### src/rtl/hdlc_ctl_pkg.sv
// Constants shared by the HDLC status and second control block.
package hdlc_ctl_pkg;
	localparam int          DATA_W        = 8;
	localparam int          FIFO_W        = 10;
	localparam int          FIFO_DEPTH    = 32;
	localparam int          LEVEL_W       = 6;
	localparam logic [7:0]  OFS_TX_FIFO   = 8'h12;
	localparam logic [7:0]  OFS_CTRL1     = 8'h13;
	localparam logic [7:0]  OFS_STATUS    = 8'h14;
	localparam logic [7:0]  OFS_CTRL2     = 8'h15;
	localparam logic [7:0]  OFS_BYTE_CNT  = 8'h1A;
	localparam logic [7:0]  OFS_ADDR      = 8'h1B;
	localparam logic [7:0]  OFS_STAT_LVL  = 8'h1C;
	localparam logic [7:0]  OFS_INT_THR   = 8'h1D;
	localparam int          C1_EOP_BIT    = 4;
	localparam int          C1_ABORT_BIT  = 3;
	localparam int          C2_INTSEL_BIT = 7;
	localparam int          C2_CYCLE_BIT  = 6;
	localparam int          C2_CRCINH_BIT = 5;
	localparam int          C2_SEVEN_BIT  = 4;
	localparam int          ST_TX_LO_BIT  = 2;
	localparam int          ST_RX_LO_BIT  = 0;
	localparam int          TAG_EOP_BIT   = 8;
	localparam int          TAG_ABORT_BIT = 9;
	localparam logic [7:0]  CTRL2_RESET   = 8'h00;
	localparam logic [7:0]  ZERO_BYTE     = 8'h00;
	localparam logic [5:0]  STAT_LVL_RST  = 6'h10;
	localparam logic [5:0]  INT_THR_RST   = 6'h08;
	localparam logic [1:0]  TX_FULL       = 2'h0;
	localparam logic [1:0]  TX_ABOVE_THR  = 2'h1;
	localparam logic [1:0]  TX_EMPTY      = 2'h2;
	localparam logic [1:0]  TX_BELOW_THR  = 2'h3;
	localparam logic [1:0]  RX_EMPTY      = 2'h0;
	localparam logic [1:0]  RX_BELOW_THR  = 2'h1;
	localparam logic [1:0]  RX_FULL       = 2'h2;
	localparam logic [1:0]  RX_ABOVE_THR  = 2'h3;
	typedef enum logic [1:0] {
		TX_IDLE = 2'b00,
		TX_SEND = 2'b01,
		TX_FCS  = 2'b10
	} tx_state_type;
endpackage : hdlc_ctl_pkg

### src/rtl/byte_fifo_if.sv
// Interface joining the transmit data path to its FIFO.
`timescale 1ns/10ps
`default_nettype none
interface byte_fifo_if #(parameter int WIDTH = 10, parameter int LVL_W = 6);
	logic [WIDTH-1:0] in_data;
	logic             in_valid;
	logic             in_ready;
	logic [WIDTH-1:0] out_data;
	logic             out_valid;
	logic             out_ready;
	logic [LVL_W-1:0] level;
	modport fill  (output in_data, in_valid, out_ready, input in_ready, out_data, out_valid, level);
	modport store (input in_data, in_valid, out_ready, output in_ready, out_data, out_valid, level);
endinterface : byte_fifo_if
`default_nettype wire

### src/rtl/hdlc_fifo_ctrl2.sv
// HDLC FIFO status register, second control register and transmit path.
`timescale 1ns/10ps
`default_nettype none
// Functional notes
// - TX FIFO code: 00 at status level, 01 at threshold, 10 empty, 11 below.
// - RX FIFO fill code sits in status bits 1 and 0.
// - Interrupt bit 2 shows underrun when select is one, frame abort when zero.
// - Cycle bit one makes the byte counter reload its loaded count repeatedly.
// - CRC inhibit one suppresses the FCS after an end-of-packet byte.
// - Seven-bit mode compares only seven bits of the first address byte.
// - Seven-bit mode accepts the address only if received bit 0 is one.
module hdlc_fifo_ctrl2 (
	input  wire logic       clk_i,
	input  wire logic       rst_b_i,
	input  wire logic [7:0] addr_i,
	input  wire logic [7:0] wdata_i,
	input  wire logic       wr_i,
	input  wire logic       rd_i,
	output logic [7:0]      rdata_o,
	output logic            tx_fifo_ready_o,
	output logic [7:0]      tx_byte_o,
	output logic            tx_valid_o,
	output logic            tx_packet_end_tag_o,
	output logic            tx_fcs_o,
	input  wire logic       tx_ready_i,
	output logic            irq_bit2_o,
	output logic            byte_cnt_wrap_o,
	input  wire logic [5:0] rx_level_i,
	input  wire logic [7:0] rx_byte_i,
	input  wire logic       rx_first_i,
	input  wire logic       rx_valid_i,
	output logic            addr_match_o
);
	byte_fifo_if #(.WIDTH(hdlc_ctl_pkg::FIFO_W), .LVL_W(hdlc_ctl_pkg::LEVEL_W)) txq ();

	logic [7:0]                 ctrl2;
	logic                       tag_eop;
	logic                       tag_abort;
	logic [7:0]                 cnt_load;
	logic [7:0]                 byte_cnt;
	logic [7:0]                 rx_addr;
	logic [5:0]                 stat_lvl;
	logic [5:0]                 int_thr;
	hdlc_ctl_pkg::tx_state_type state;
	logic                       held_eop;
	logic                       held_abort;
	logic [1:0]                 tx_code;
	logic [1:0]                 rx_code;
	logic                       fifo_wr;
	logic                       byte_done;
	logic                       underrun;
	logic                       abort_ev;
	logic                       addr_hit;

	// Maps an occupancy to empty, below, at-threshold and at-status-level classes.
	function automatic logic [1:0] fill_class(input logic [5:0] lvl, input logic [5:0] st,
	                                          input logic [5:0] thr);
		if (lvl == 6'h00) begin
			fill_class = 2'h0;
		end else if (lvl >= st) begin
			fill_class = 2'h3;
		end else if (lvl >= thr) begin
			fill_class = 2'h2;
		end else begin
			fill_class = 2'h1;
		end
	endfunction : fill_class

	// Status codes are decoded from occupancy with separate encodings per FIFO.
	always_comb begin
		case (fill_class(txq.level, stat_lvl, int_thr))
			2'h0:    tx_code = hdlc_ctl_pkg::TX_EMPTY;
			2'h3:    tx_code = hdlc_ctl_pkg::TX_FULL;
			2'h2:    tx_code = hdlc_ctl_pkg::TX_ABOVE_THR;
			default: tx_code = hdlc_ctl_pkg::TX_BELOW_THR;
		endcase
		case (fill_class(rx_level_i, stat_lvl, int_thr))
			2'h0:    rx_code = hdlc_ctl_pkg::RX_EMPTY;
			2'h3:    rx_code = hdlc_ctl_pkg::RX_FULL;
			2'h2:    rx_code = hdlc_ctl_pkg::RX_ABOVE_THR;
			default: rx_code = hdlc_ctl_pkg::RX_BELOW_THR;
		endcase
	end

	// A write to the TX FIFO address pushes the byte with its pending tags.
	assign fifo_wr       = wr_i && (addr_i == hdlc_ctl_pkg::OFS_TX_FIFO);
	assign txq.in_valid  = fifo_wr;
	assign txq.in_data   = {tag_abort, tag_eop, wdata_i};
	assign txq.out_ready = (state == hdlc_ctl_pkg::TX_IDLE);
	assign byte_done     = (state == hdlc_ctl_pkg::TX_SEND) && tx_ready_i;
	assign underrun      = byte_done && !held_eop && !held_abort && !txq.out_valid;
	assign abort_ev      = byte_done && held_abort;

	byte_fifo #(
		.WIDTH (hdlc_ctl_pkg::FIFO_W),
		.DEPTH (hdlc_ctl_pkg::FIFO_DEPTH),
		.LVL_W (hdlc_ctl_pkg::LEVEL_W)
	) u_tx_fifo (
		.clk_i   (clk_i),
		.rst_b_i (rst_b_i),
		.fifo    (txq)
	);

	// Software registers; the end and abort tags clear after the next FIFO write.
	always_ff @(posedge clk_i) begin
		if (!rst_b_i) begin
			ctrl2     <= hdlc_ctl_pkg::CTRL2_RESET;
			tag_eop   <= 1'b0;
			tag_abort <= 1'b0;
			cnt_load  <= hdlc_ctl_pkg::ZERO_BYTE;
			rx_addr   <= hdlc_ctl_pkg::ZERO_BYTE;
			stat_lvl  <= hdlc_ctl_pkg::STAT_LVL_RST;
			int_thr   <= hdlc_ctl_pkg::INT_THR_RST;
		end else if (wr_i) begin
			case (addr_i)
				hdlc_ctl_pkg::OFS_TX_FIFO: begin
					tag_eop   <= 1'b0;
					tag_abort <= 1'b0;
				end
				hdlc_ctl_pkg::OFS_CTRL1: begin
					tag_eop   <= wdata_i[hdlc_ctl_pkg::C1_EOP_BIT];
					tag_abort <= wdata_i[hdlc_ctl_pkg::C1_ABORT_BIT];
				end
				hdlc_ctl_pkg::OFS_CTRL2:    ctrl2    <= wdata_i;
				hdlc_ctl_pkg::OFS_BYTE_CNT: cnt_load <= wdata_i;
				hdlc_ctl_pkg::OFS_ADDR:     rx_addr  <= wdata_i;
				hdlc_ctl_pkg::OFS_STAT_LVL: stat_lvl <= wdata_i[5:0];
				hdlc_ctl_pkg::OFS_INT_THR:  int_thr  <= wdata_i[5:0];
				default: begin
				end
			endcase
		end
	end

	// Read data is registered; unmapped addresses return zero.
	always_ff @(posedge clk_i) begin
		if (!rst_b_i) begin
			rdata_o <= hdlc_ctl_pkg::ZERO_BYTE;
		end else if (rd_i) begin
			case (addr_i)
				hdlc_ctl_pkg::OFS_STATUS:   rdata_o <= {4'h0, tx_code, rx_code};
				hdlc_ctl_pkg::OFS_CTRL2:    rdata_o <= ctrl2;
				hdlc_ctl_pkg::OFS_BYTE_CNT: rdata_o <= byte_cnt;
				hdlc_ctl_pkg::OFS_ADDR:     rdata_o <= rx_addr;
				hdlc_ctl_pkg::OFS_STAT_LVL: rdata_o <= {2'h0, stat_lvl};
				hdlc_ctl_pkg::OFS_INT_THR:  rdata_o <= {2'h0, int_thr};
				default:                    rdata_o <= hdlc_ctl_pkg::ZERO_BYTE;
			endcase
		end
	end

	// Transmit sequencer: one byte at a time, then an optional FCS slot.
	always_ff @(posedge clk_i) begin
		if (!rst_b_i) begin
			state               <= hdlc_ctl_pkg::TX_IDLE;
			tx_byte_o           <= hdlc_ctl_pkg::ZERO_BYTE;
			tx_valid_o          <= 1'b0;
			tx_packet_end_tag_o <= 1'b0;
			tx_fcs_o            <= 1'b0;
			held_eop            <= 1'b0;
			held_abort          <= 1'b0;
		end else begin
			case (state)
				hdlc_ctl_pkg::TX_IDLE: begin
					if (txq.out_valid) begin
						tx_byte_o           <= txq.out_data[7:0];
						tx_valid_o          <= 1'b1;
						tx_packet_end_tag_o <= txq.out_data[hdlc_ctl_pkg::TAG_EOP_BIT];
						held_eop            <= txq.out_data[hdlc_ctl_pkg::TAG_EOP_BIT];
						held_abort          <= txq.out_data[hdlc_ctl_pkg::TAG_ABORT_BIT];
						state               <= hdlc_ctl_pkg::TX_SEND;
					end
				end
				hdlc_ctl_pkg::TX_SEND: begin
					if (tx_ready_i) begin
						tx_valid_o          <= 1'b0;
						tx_packet_end_tag_o <= 1'b0;
						if (held_eop && !held_abort && !ctrl2[hdlc_ctl_pkg::C2_CRCINH_BIT]) begin
							tx_fcs_o <= 1'b1;
							state    <= hdlc_ctl_pkg::TX_FCS;
						end else begin
							state <= hdlc_ctl_pkg::TX_IDLE;
						end
					end
				end
				hdlc_ctl_pkg::TX_FCS: begin
					if (tx_ready_i) begin
						tx_fcs_o <= 1'b0;
						state    <= hdlc_ctl_pkg::TX_IDLE;
					end
				end
				default: state <= hdlc_ctl_pkg::TX_IDLE;
			endcase
		end
	end

	// Byte counter counts sent bytes down; a byte sent at one reloads it only in cycle mode, else it stops at zero.
	always_ff @(posedge clk_i) begin
		if (!rst_b_i) begin
			byte_cnt        <= hdlc_ctl_pkg::ZERO_BYTE;
			byte_cnt_wrap_o <= 1'b0;
		end else if (wr_i && addr_i == hdlc_ctl_pkg::OFS_BYTE_CNT) begin
			byte_cnt        <= wdata_i;
			byte_cnt_wrap_o <= 1'b0;
		end else if (byte_done && byte_cnt != hdlc_ctl_pkg::ZERO_BYTE) begin
			if (byte_cnt == 8'h01 && ctrl2[hdlc_ctl_pkg::C2_CYCLE_BIT]) begin
				byte_cnt        <= cnt_load;
				byte_cnt_wrap_o <= 1'b1;
			end else begin
				byte_cnt        <= byte_cnt - 8'h01;
				byte_cnt_wrap_o <= 1'b0;
			end
		end else begin
			byte_cnt_wrap_o <= 1'b0;
		end
	end

	// Interrupt bit 2 source selection and FIFO space flag.
	always_ff @(posedge clk_i) begin
		if (!rst_b_i) begin
			irq_bit2_o      <= 1'b0;
			tx_fifo_ready_o <= 1'b0;
		end else begin
			irq_bit2_o      <= ctrl2[hdlc_ctl_pkg::C2_INTSEL_BIT] ? underrun : abort_ev;
			tx_fifo_ready_o <= txq.in_ready;
		end
	end

	// Address recognition on the first received byte.
	always_comb begin
		if (ctrl2[hdlc_ctl_pkg::C2_SEVEN_BIT]) begin
			addr_hit = rx_byte_i[0] && (rx_byte_i[7:1] == rx_addr[7:1]);
		end else begin
			addr_hit = (rx_byte_i == rx_addr);
		end
	end

	// The first-byte compare result is held until the next first byte arrives.
	always_ff @(posedge clk_i) begin
		if (!rst_b_i) begin
			addr_match_o <= 1'b0;
		end else if (rx_valid_i && rx_first_i) begin
			addr_match_o <= addr_hit;
		end
	end
endmodule : hdlc_fifo_ctrl2
`default_nettype wire

### src/rtl/byte_fifo.sv
// Synchronous FIFO with valid and ready on both sides and an occupancy count.
`timescale 1ns/10ps
`default_nettype none
module byte_fifo #(
	parameter int WIDTH = 10,
	parameter int DEPTH = 32,
	parameter int LVL_W = 6
) (
	input  wire logic   clk_i,
	input  wire logic   rst_b_i,
	byte_fifo_if.store  fifo
);
	localparam int PTR_W = $clog2(DEPTH);
	logic [WIDTH-1:0] mem [DEPTH];
	logic [PTR_W-1:0] wptr;
	logic [PTR_W-1:0] rptr;
	logic [LVL_W-1:0] count;
	logic             push;
	logic             pop;

	// Handshakes complete only when the matching side is ready.
	assign fifo.in_ready  = (count != LVL_W'(DEPTH));
	assign fifo.out_valid = (count != '0);
	assign fifo.out_data  = mem[rptr];
	assign fifo.level     = count;
	assign push           = fifo.in_valid && fifo.in_ready;
	assign pop            = fifo.out_valid && fifo.out_ready;

	// Storage array is written without reset.
	always_ff @(posedge clk_i) begin
		if (push) begin
			mem[wptr] <= fifo.in_data;
		end
	end

	// Pointers and occupancy.
	always_ff @(posedge clk_i) begin
		if (!rst_b_i) begin
			wptr  <= '0;
			rptr  <= '0;
			count <= '0;
		end else begin
			if (push) begin
				wptr <= wptr + 1'b1;
			end
			if (pop) begin
				rptr <= rptr + 1'b1;
			end
			if (push && !pop) begin
				count <= count + 1'b1;
			end else if (pop && !push) begin
				count <= count - 1'b1;
			end
		end
	end
endmodule : byte_fifo
`default_nettype wire

### config.mk
export PLATFORM = sky130hd
export DESIGN_NAME = hdlc_fifo_ctrl2
export DESIGN_NICKNAME = d
export VERILOG_FILES = /design/src/rtl/hdlc_ctl_pkg.sv /design/src/rtl/byte_fifo_if.sv /design/src/rtl/hdlc_fifo_ctrl2.sv /design/src/rtl/byte_fifo.sv
export SDC_FILE = /design/constraint.sdc
export NUM_CORES = 1
export LEC_CHECK = 0
export ABC_AREA = 1
export BUFFER_PORTS_ARGS = -buffer_cell sky130_fd_sc_hd__buf_2
export CAP_MARGIN = 30
export CORE_ASPECT_RATIO = 1.5
export CORE_MARGIN = 3
export CORE_UTILIZATION = 62
export CTS_CLUSTER_SIZE = 8
export DETAILED_ROUTE_END_ITERATION = 16
export HOLD_SLACK_MARGIN = 0.05
export PLACE_DENSITY_LB_ADDON = 0.2
export SYNTH_ARGS = -nofsm -noshare
export SYNTH_HDL_FRONTEND = slang
export SYNTH_HIERARCHICAL = 1
export SYNTH_SLANG_ARGS = --single-unit
### constraint.sdc
create_clock -name clk_i -period 3.7 [get_ports clk_i]
set_input_delay 0.74 -clock clk_i [delete_from_list [all_inputs] [get_ports clk_i]]
set_output_delay 0.74 -clock clk_i [all_outputs]
set_load 0.05 [all_outputs]
==> flow_metrics.py <==
metrics = {
    "clock_network": {
        "cts_tree": "yes",
        "clockBufferDepth": 3,
        "hold_buffers": 0,
        "htreeDepth": 2,
        "cts_buffers": 57,
        "cts_sinks": 414,
        "post_cts_buffers": 0,
        "cts.clk_slew.worst_paths_ns": 0.05,
        "cts_resized": 0,
        "insertion_delay_ns": 0.57,
        "cts_root_buffer": "clkbuf_16",
    },
    "final_layout": {
        "register_area_mm2": 0.01150,
        "fillers": 2063,
        "syn_to_final_growth_pct": 12.60,
        "final_cell_mix": "nand2_1 (583), edfxtp_1 (320), nand3_1 (292)",
        "multi_input_area_mm2": 0.005973,
        "final_common_cell": "nand2_1",
        "layout.nets": 2048,
        "n_antenna_cell": 0,
        "drive_gt1_frac": 0.1007,
    },
    "synth": {
        "syn_area_mm2": 0.01845,
        "synth_seq_area_share": 0.6227,
        "ys_types": 41,
        "synth_top_area_frac": 0.5207,
        "syn-instance-count": 1889,
        "synth_nets": 1968,
        "synth_area_leaders": "edfxtp_1 (52%), nand2_1 (12%), dfxtp_1 (10%)",
        "synth_top_area_cell": "edfxtp_1",
        "syn_avg_cell_area_um2": 9.769,
        "ys_warn_count": 6,
        "async_flop_share": 0,
        "synthFlopType": "edfxtp_1",
        "synth_edf_count": 320,
        "synth-seq-cells": 414,
    },
    "global_routing": {
        "grt_pass1_vias": 13850,
        "grt_pass1_wl_um": 71910,
        "grtUsageTotal": 0.2857,
        "gr-total-overflow": 0,
        "antenna_found_initial": 0,
        "grt_max_degree": 161,
    },
    "setup_path": {
        "path_class": "input port to register",
        "worstReg2RegStart": "u_tx_fifo/fifo.level[1]$_SDFFE_PN0P_",
        "cpMaxStageDelayCell": "ha_1",
        "r2r_end": "u_tx_fifo/fifo.level[4]$_SDFFE_PN0P_",
        "r2r_cells": 11,
        "worstPathRequired_ns": 4.17,
        "endpoint_kind": "register",
        "r2r_slack_ns": 1.19,
        "path_common_cell": "inv_1",
        "cpPeakStageDelay_ns": 0.36,
        "worstPathArrival_ns": 3.10,
        "cp-start-kind": "input port",
        "critPathMaxFanout": 5,
        "path_cells": "buf_2 > inv_2 > nand2_2 > nor2_8 > inv_1 > nor2_1 > nand3_1 > nor2_1 > nand2_1 > inv_1 > ha_1 > inv_1 > ha_1 > a21oi_1 > o21ai_0 > xor2_1 > o21ai_0 > inv_1",
    },
    "min_path": {
        "hp-class": "input port to register",
        "min-delay-start": "tx_ready_i",
        "hold_path_depth": 2,
        "hold-path-endpoint": "tx_fcs_o$_SDFFE_PN0P_",
    },
    "routing": {
        "initialDrtViolationCount": 1028,
        "drcViolationCount": 0,
        "dr.pass1.iters": 7,
        "wl_um": 45560,
        "wire_per_inst_um": 18.94,
        "via_count": 13950,
        "viasPerCell": 5.798,
        "route.antenna.remaining_nets": 0,
    },
    "sta": {
        "fin_crit_sh": 0.7129,
        "finalClockSkew_ns": 0.01038,
        "setup_viol": 0,
        "period_minus_slack_ns": 2.638,
        "rsz0062_at_grt": "false",
        "tns_ns": 0,
        "worstMarginPinSlew_ns": 0.9907,
        "relSlewSlack": 0.3395,
        "fmax_ghz": 0.3791,
        "worst_slack_ns": 1.062,
        "finalHoldViolCount": 0,
        "maxSlewViolCount": 0,
    },
    "power": {
        "powerDensity_mw_per_mm2": 658.5,
        "power.leakage_nw": 8.243,
        "finalPower_w": 0.01368,
        "irDropWorstVdd_mv": 0.4316,
    },
    "placed_design": {
        "gp_congestion": 0.9709,
        "io_buffers": 59,
        "dpl_worst_slack_ns": 0.5093,
        "hpwl_um": 28190,
    },
    "floorplanning": {
        "rows": 76,
        "die_w_um": 146.9,
        "start_util": 0.6362,
        "io_pins": 60,
        "die_h_um": 217.3,
        "core_mm2": 0.02900,
        "dieArea_mm2": 0.03191,
    },
    "outcome": {
        "status": "finished, final reports clean",
    },
    "flow_run": {
        "maxCapViolCount": 0,
    },
}
==> per-layer routing <==
metal | wire (µm) | track usage | part of all wire | vias to the layer above
met2 | 23450 | 0.5025 | 0.51 | 611
met1 | 16360 | 0.3290 | 0.36 | 6600
met3 | 2993 | 0.04145 | 0.066 | 169
li1 | - | - | - | 6571
met4 | 2752 | 0.1742 | 0.060 | 0
met5 | 0 | 0 | 0 | -
==> power by group <==
group / internal (W) / total [W] / switching, W / leakage, nW
sequential: 0.00513 / 0.00526 / 0.000133 / 3.75
combinational: 0.00105 / 0.00367 / 0.00261 / 3.71
clock: 0.00290 / 0.00475 / 0.00185 / 0.782
total: 0.00909 / 0.0137 / 0.00459 / 8.24
==> Yosys cell counts, types with 2 or more instances <==
cell,number
a21oi_1,76
a31oi_1,2
and3_1,3
buf_1,4
buf_2,28
buf_4,13
buf_6,13
clkbuf_1,27
clkinv_1,6
dfxtp_1,94
edfxtp_1,320
ha_1,41
inv_1,109
inv_2,8
nand2_1,583
nand2_2,10
nand3_1,292
nand4_1,9
nor2_1,94
nor2_2,4
nor2_4,3
nor3_1,38
o21ai_0,81
o21ai_1,3
o22ai_1,2
xnor2_1,5
xor2_1,7
==> final cells by class <==
class | instances | area share
Multi-Input combinational cell | 1264 | 0.2875
Inverter | 125 | 0.02276
Timing Repair Buffer | 107 | 0.03372
Tap cell | 390 | 0.02349
Sequential cell | 414 | 0.5533
Clock inverter | 3 | 0.001807
Clock buffer | 103 | 0.07744
==> registers in the layout, summed over array words and instances (netlist names), 8 cells and up, named ones only <==
| signal | flops |
|---|---|
| byte_cnt | 8 |
| cnt_load | 8 |
| ctrl2 | 8 |
| rdata_o | 8 |
| rx_addr | 8 |
| tx_byte_o | 8 |
| u_tx_fifo/mem | 320 |
==> kinds of logic (layout without fill, tap and decap cells) <==
family	count (synthesis)	after routing	share of synthesized area
adders and majority gates	42	42	0.02889
AOI/OAI and AO/OA	166	166	0.04563
DFF	414	414	0.6227
xor gates and xnor gates	12	12	0.005696
buffers and inverters	211	338	0.05357
and+or+nand+nor	1044	1044	0.2435
==> stage by stage <==
step	hold slack, ns	util	cell area (µm²)	cells
2_1_floorplan	0.4245	-	18450	1889
3_3_place_gp	0.4392	0.6591	19120	2299
3_5_place_dp	0.4392	0.6596	19130	2300
4_1_cts	0.3674	0.7164	20780	2406
5_1_grt	0.4014	0.7164	20780	2406
6_report	0.3921	0.7164	20780	2406
==> critical path: cells and delay by family <==
| family | cells | cell delay [ns] |
|---|---|---|
| adder cells (fa/ha/maj) | 2 | 0.62 |
| buffers and inverters | 6 | 0.55 |
| XOR/XNOR | 1 | 0.14 |
| AND/OR/NAND/NOR | 6 | 0.64 |
| AO/OA/AOI/OAI | 3 | 0.40 |
==> worst max-delay path by stage <==
stage / from / end / cells after the start
3_5_place_dp: addr_i[5] / u_tx_fifo/fifo.level[4]$_SDFFE_PN0P_ / 18
2_1_floorplan: addr_i[5] / u_tx_fifo/mem[16][0]$_DFFE_PP_ / 11
3_3_place_gp: addr_i[5] / u_tx_fifo/fifo.level[4]$_SDFFE_PN0P_ / 18
4_1_cts: addr_i[5] / u_tx_fifo/fifo.level[4]$_SDFFE_PN0P_ / 18
5_1_grt: addr_i[5] / u_tx_fifo/fifo.level[4]$_SDFFE_PN0P_ / 18
6_report: addr_i[5] / u_tx_fifo/fifo.level[4]$_SDFFE_PN0P_ / 18
(Power assumes the default switching activity.)
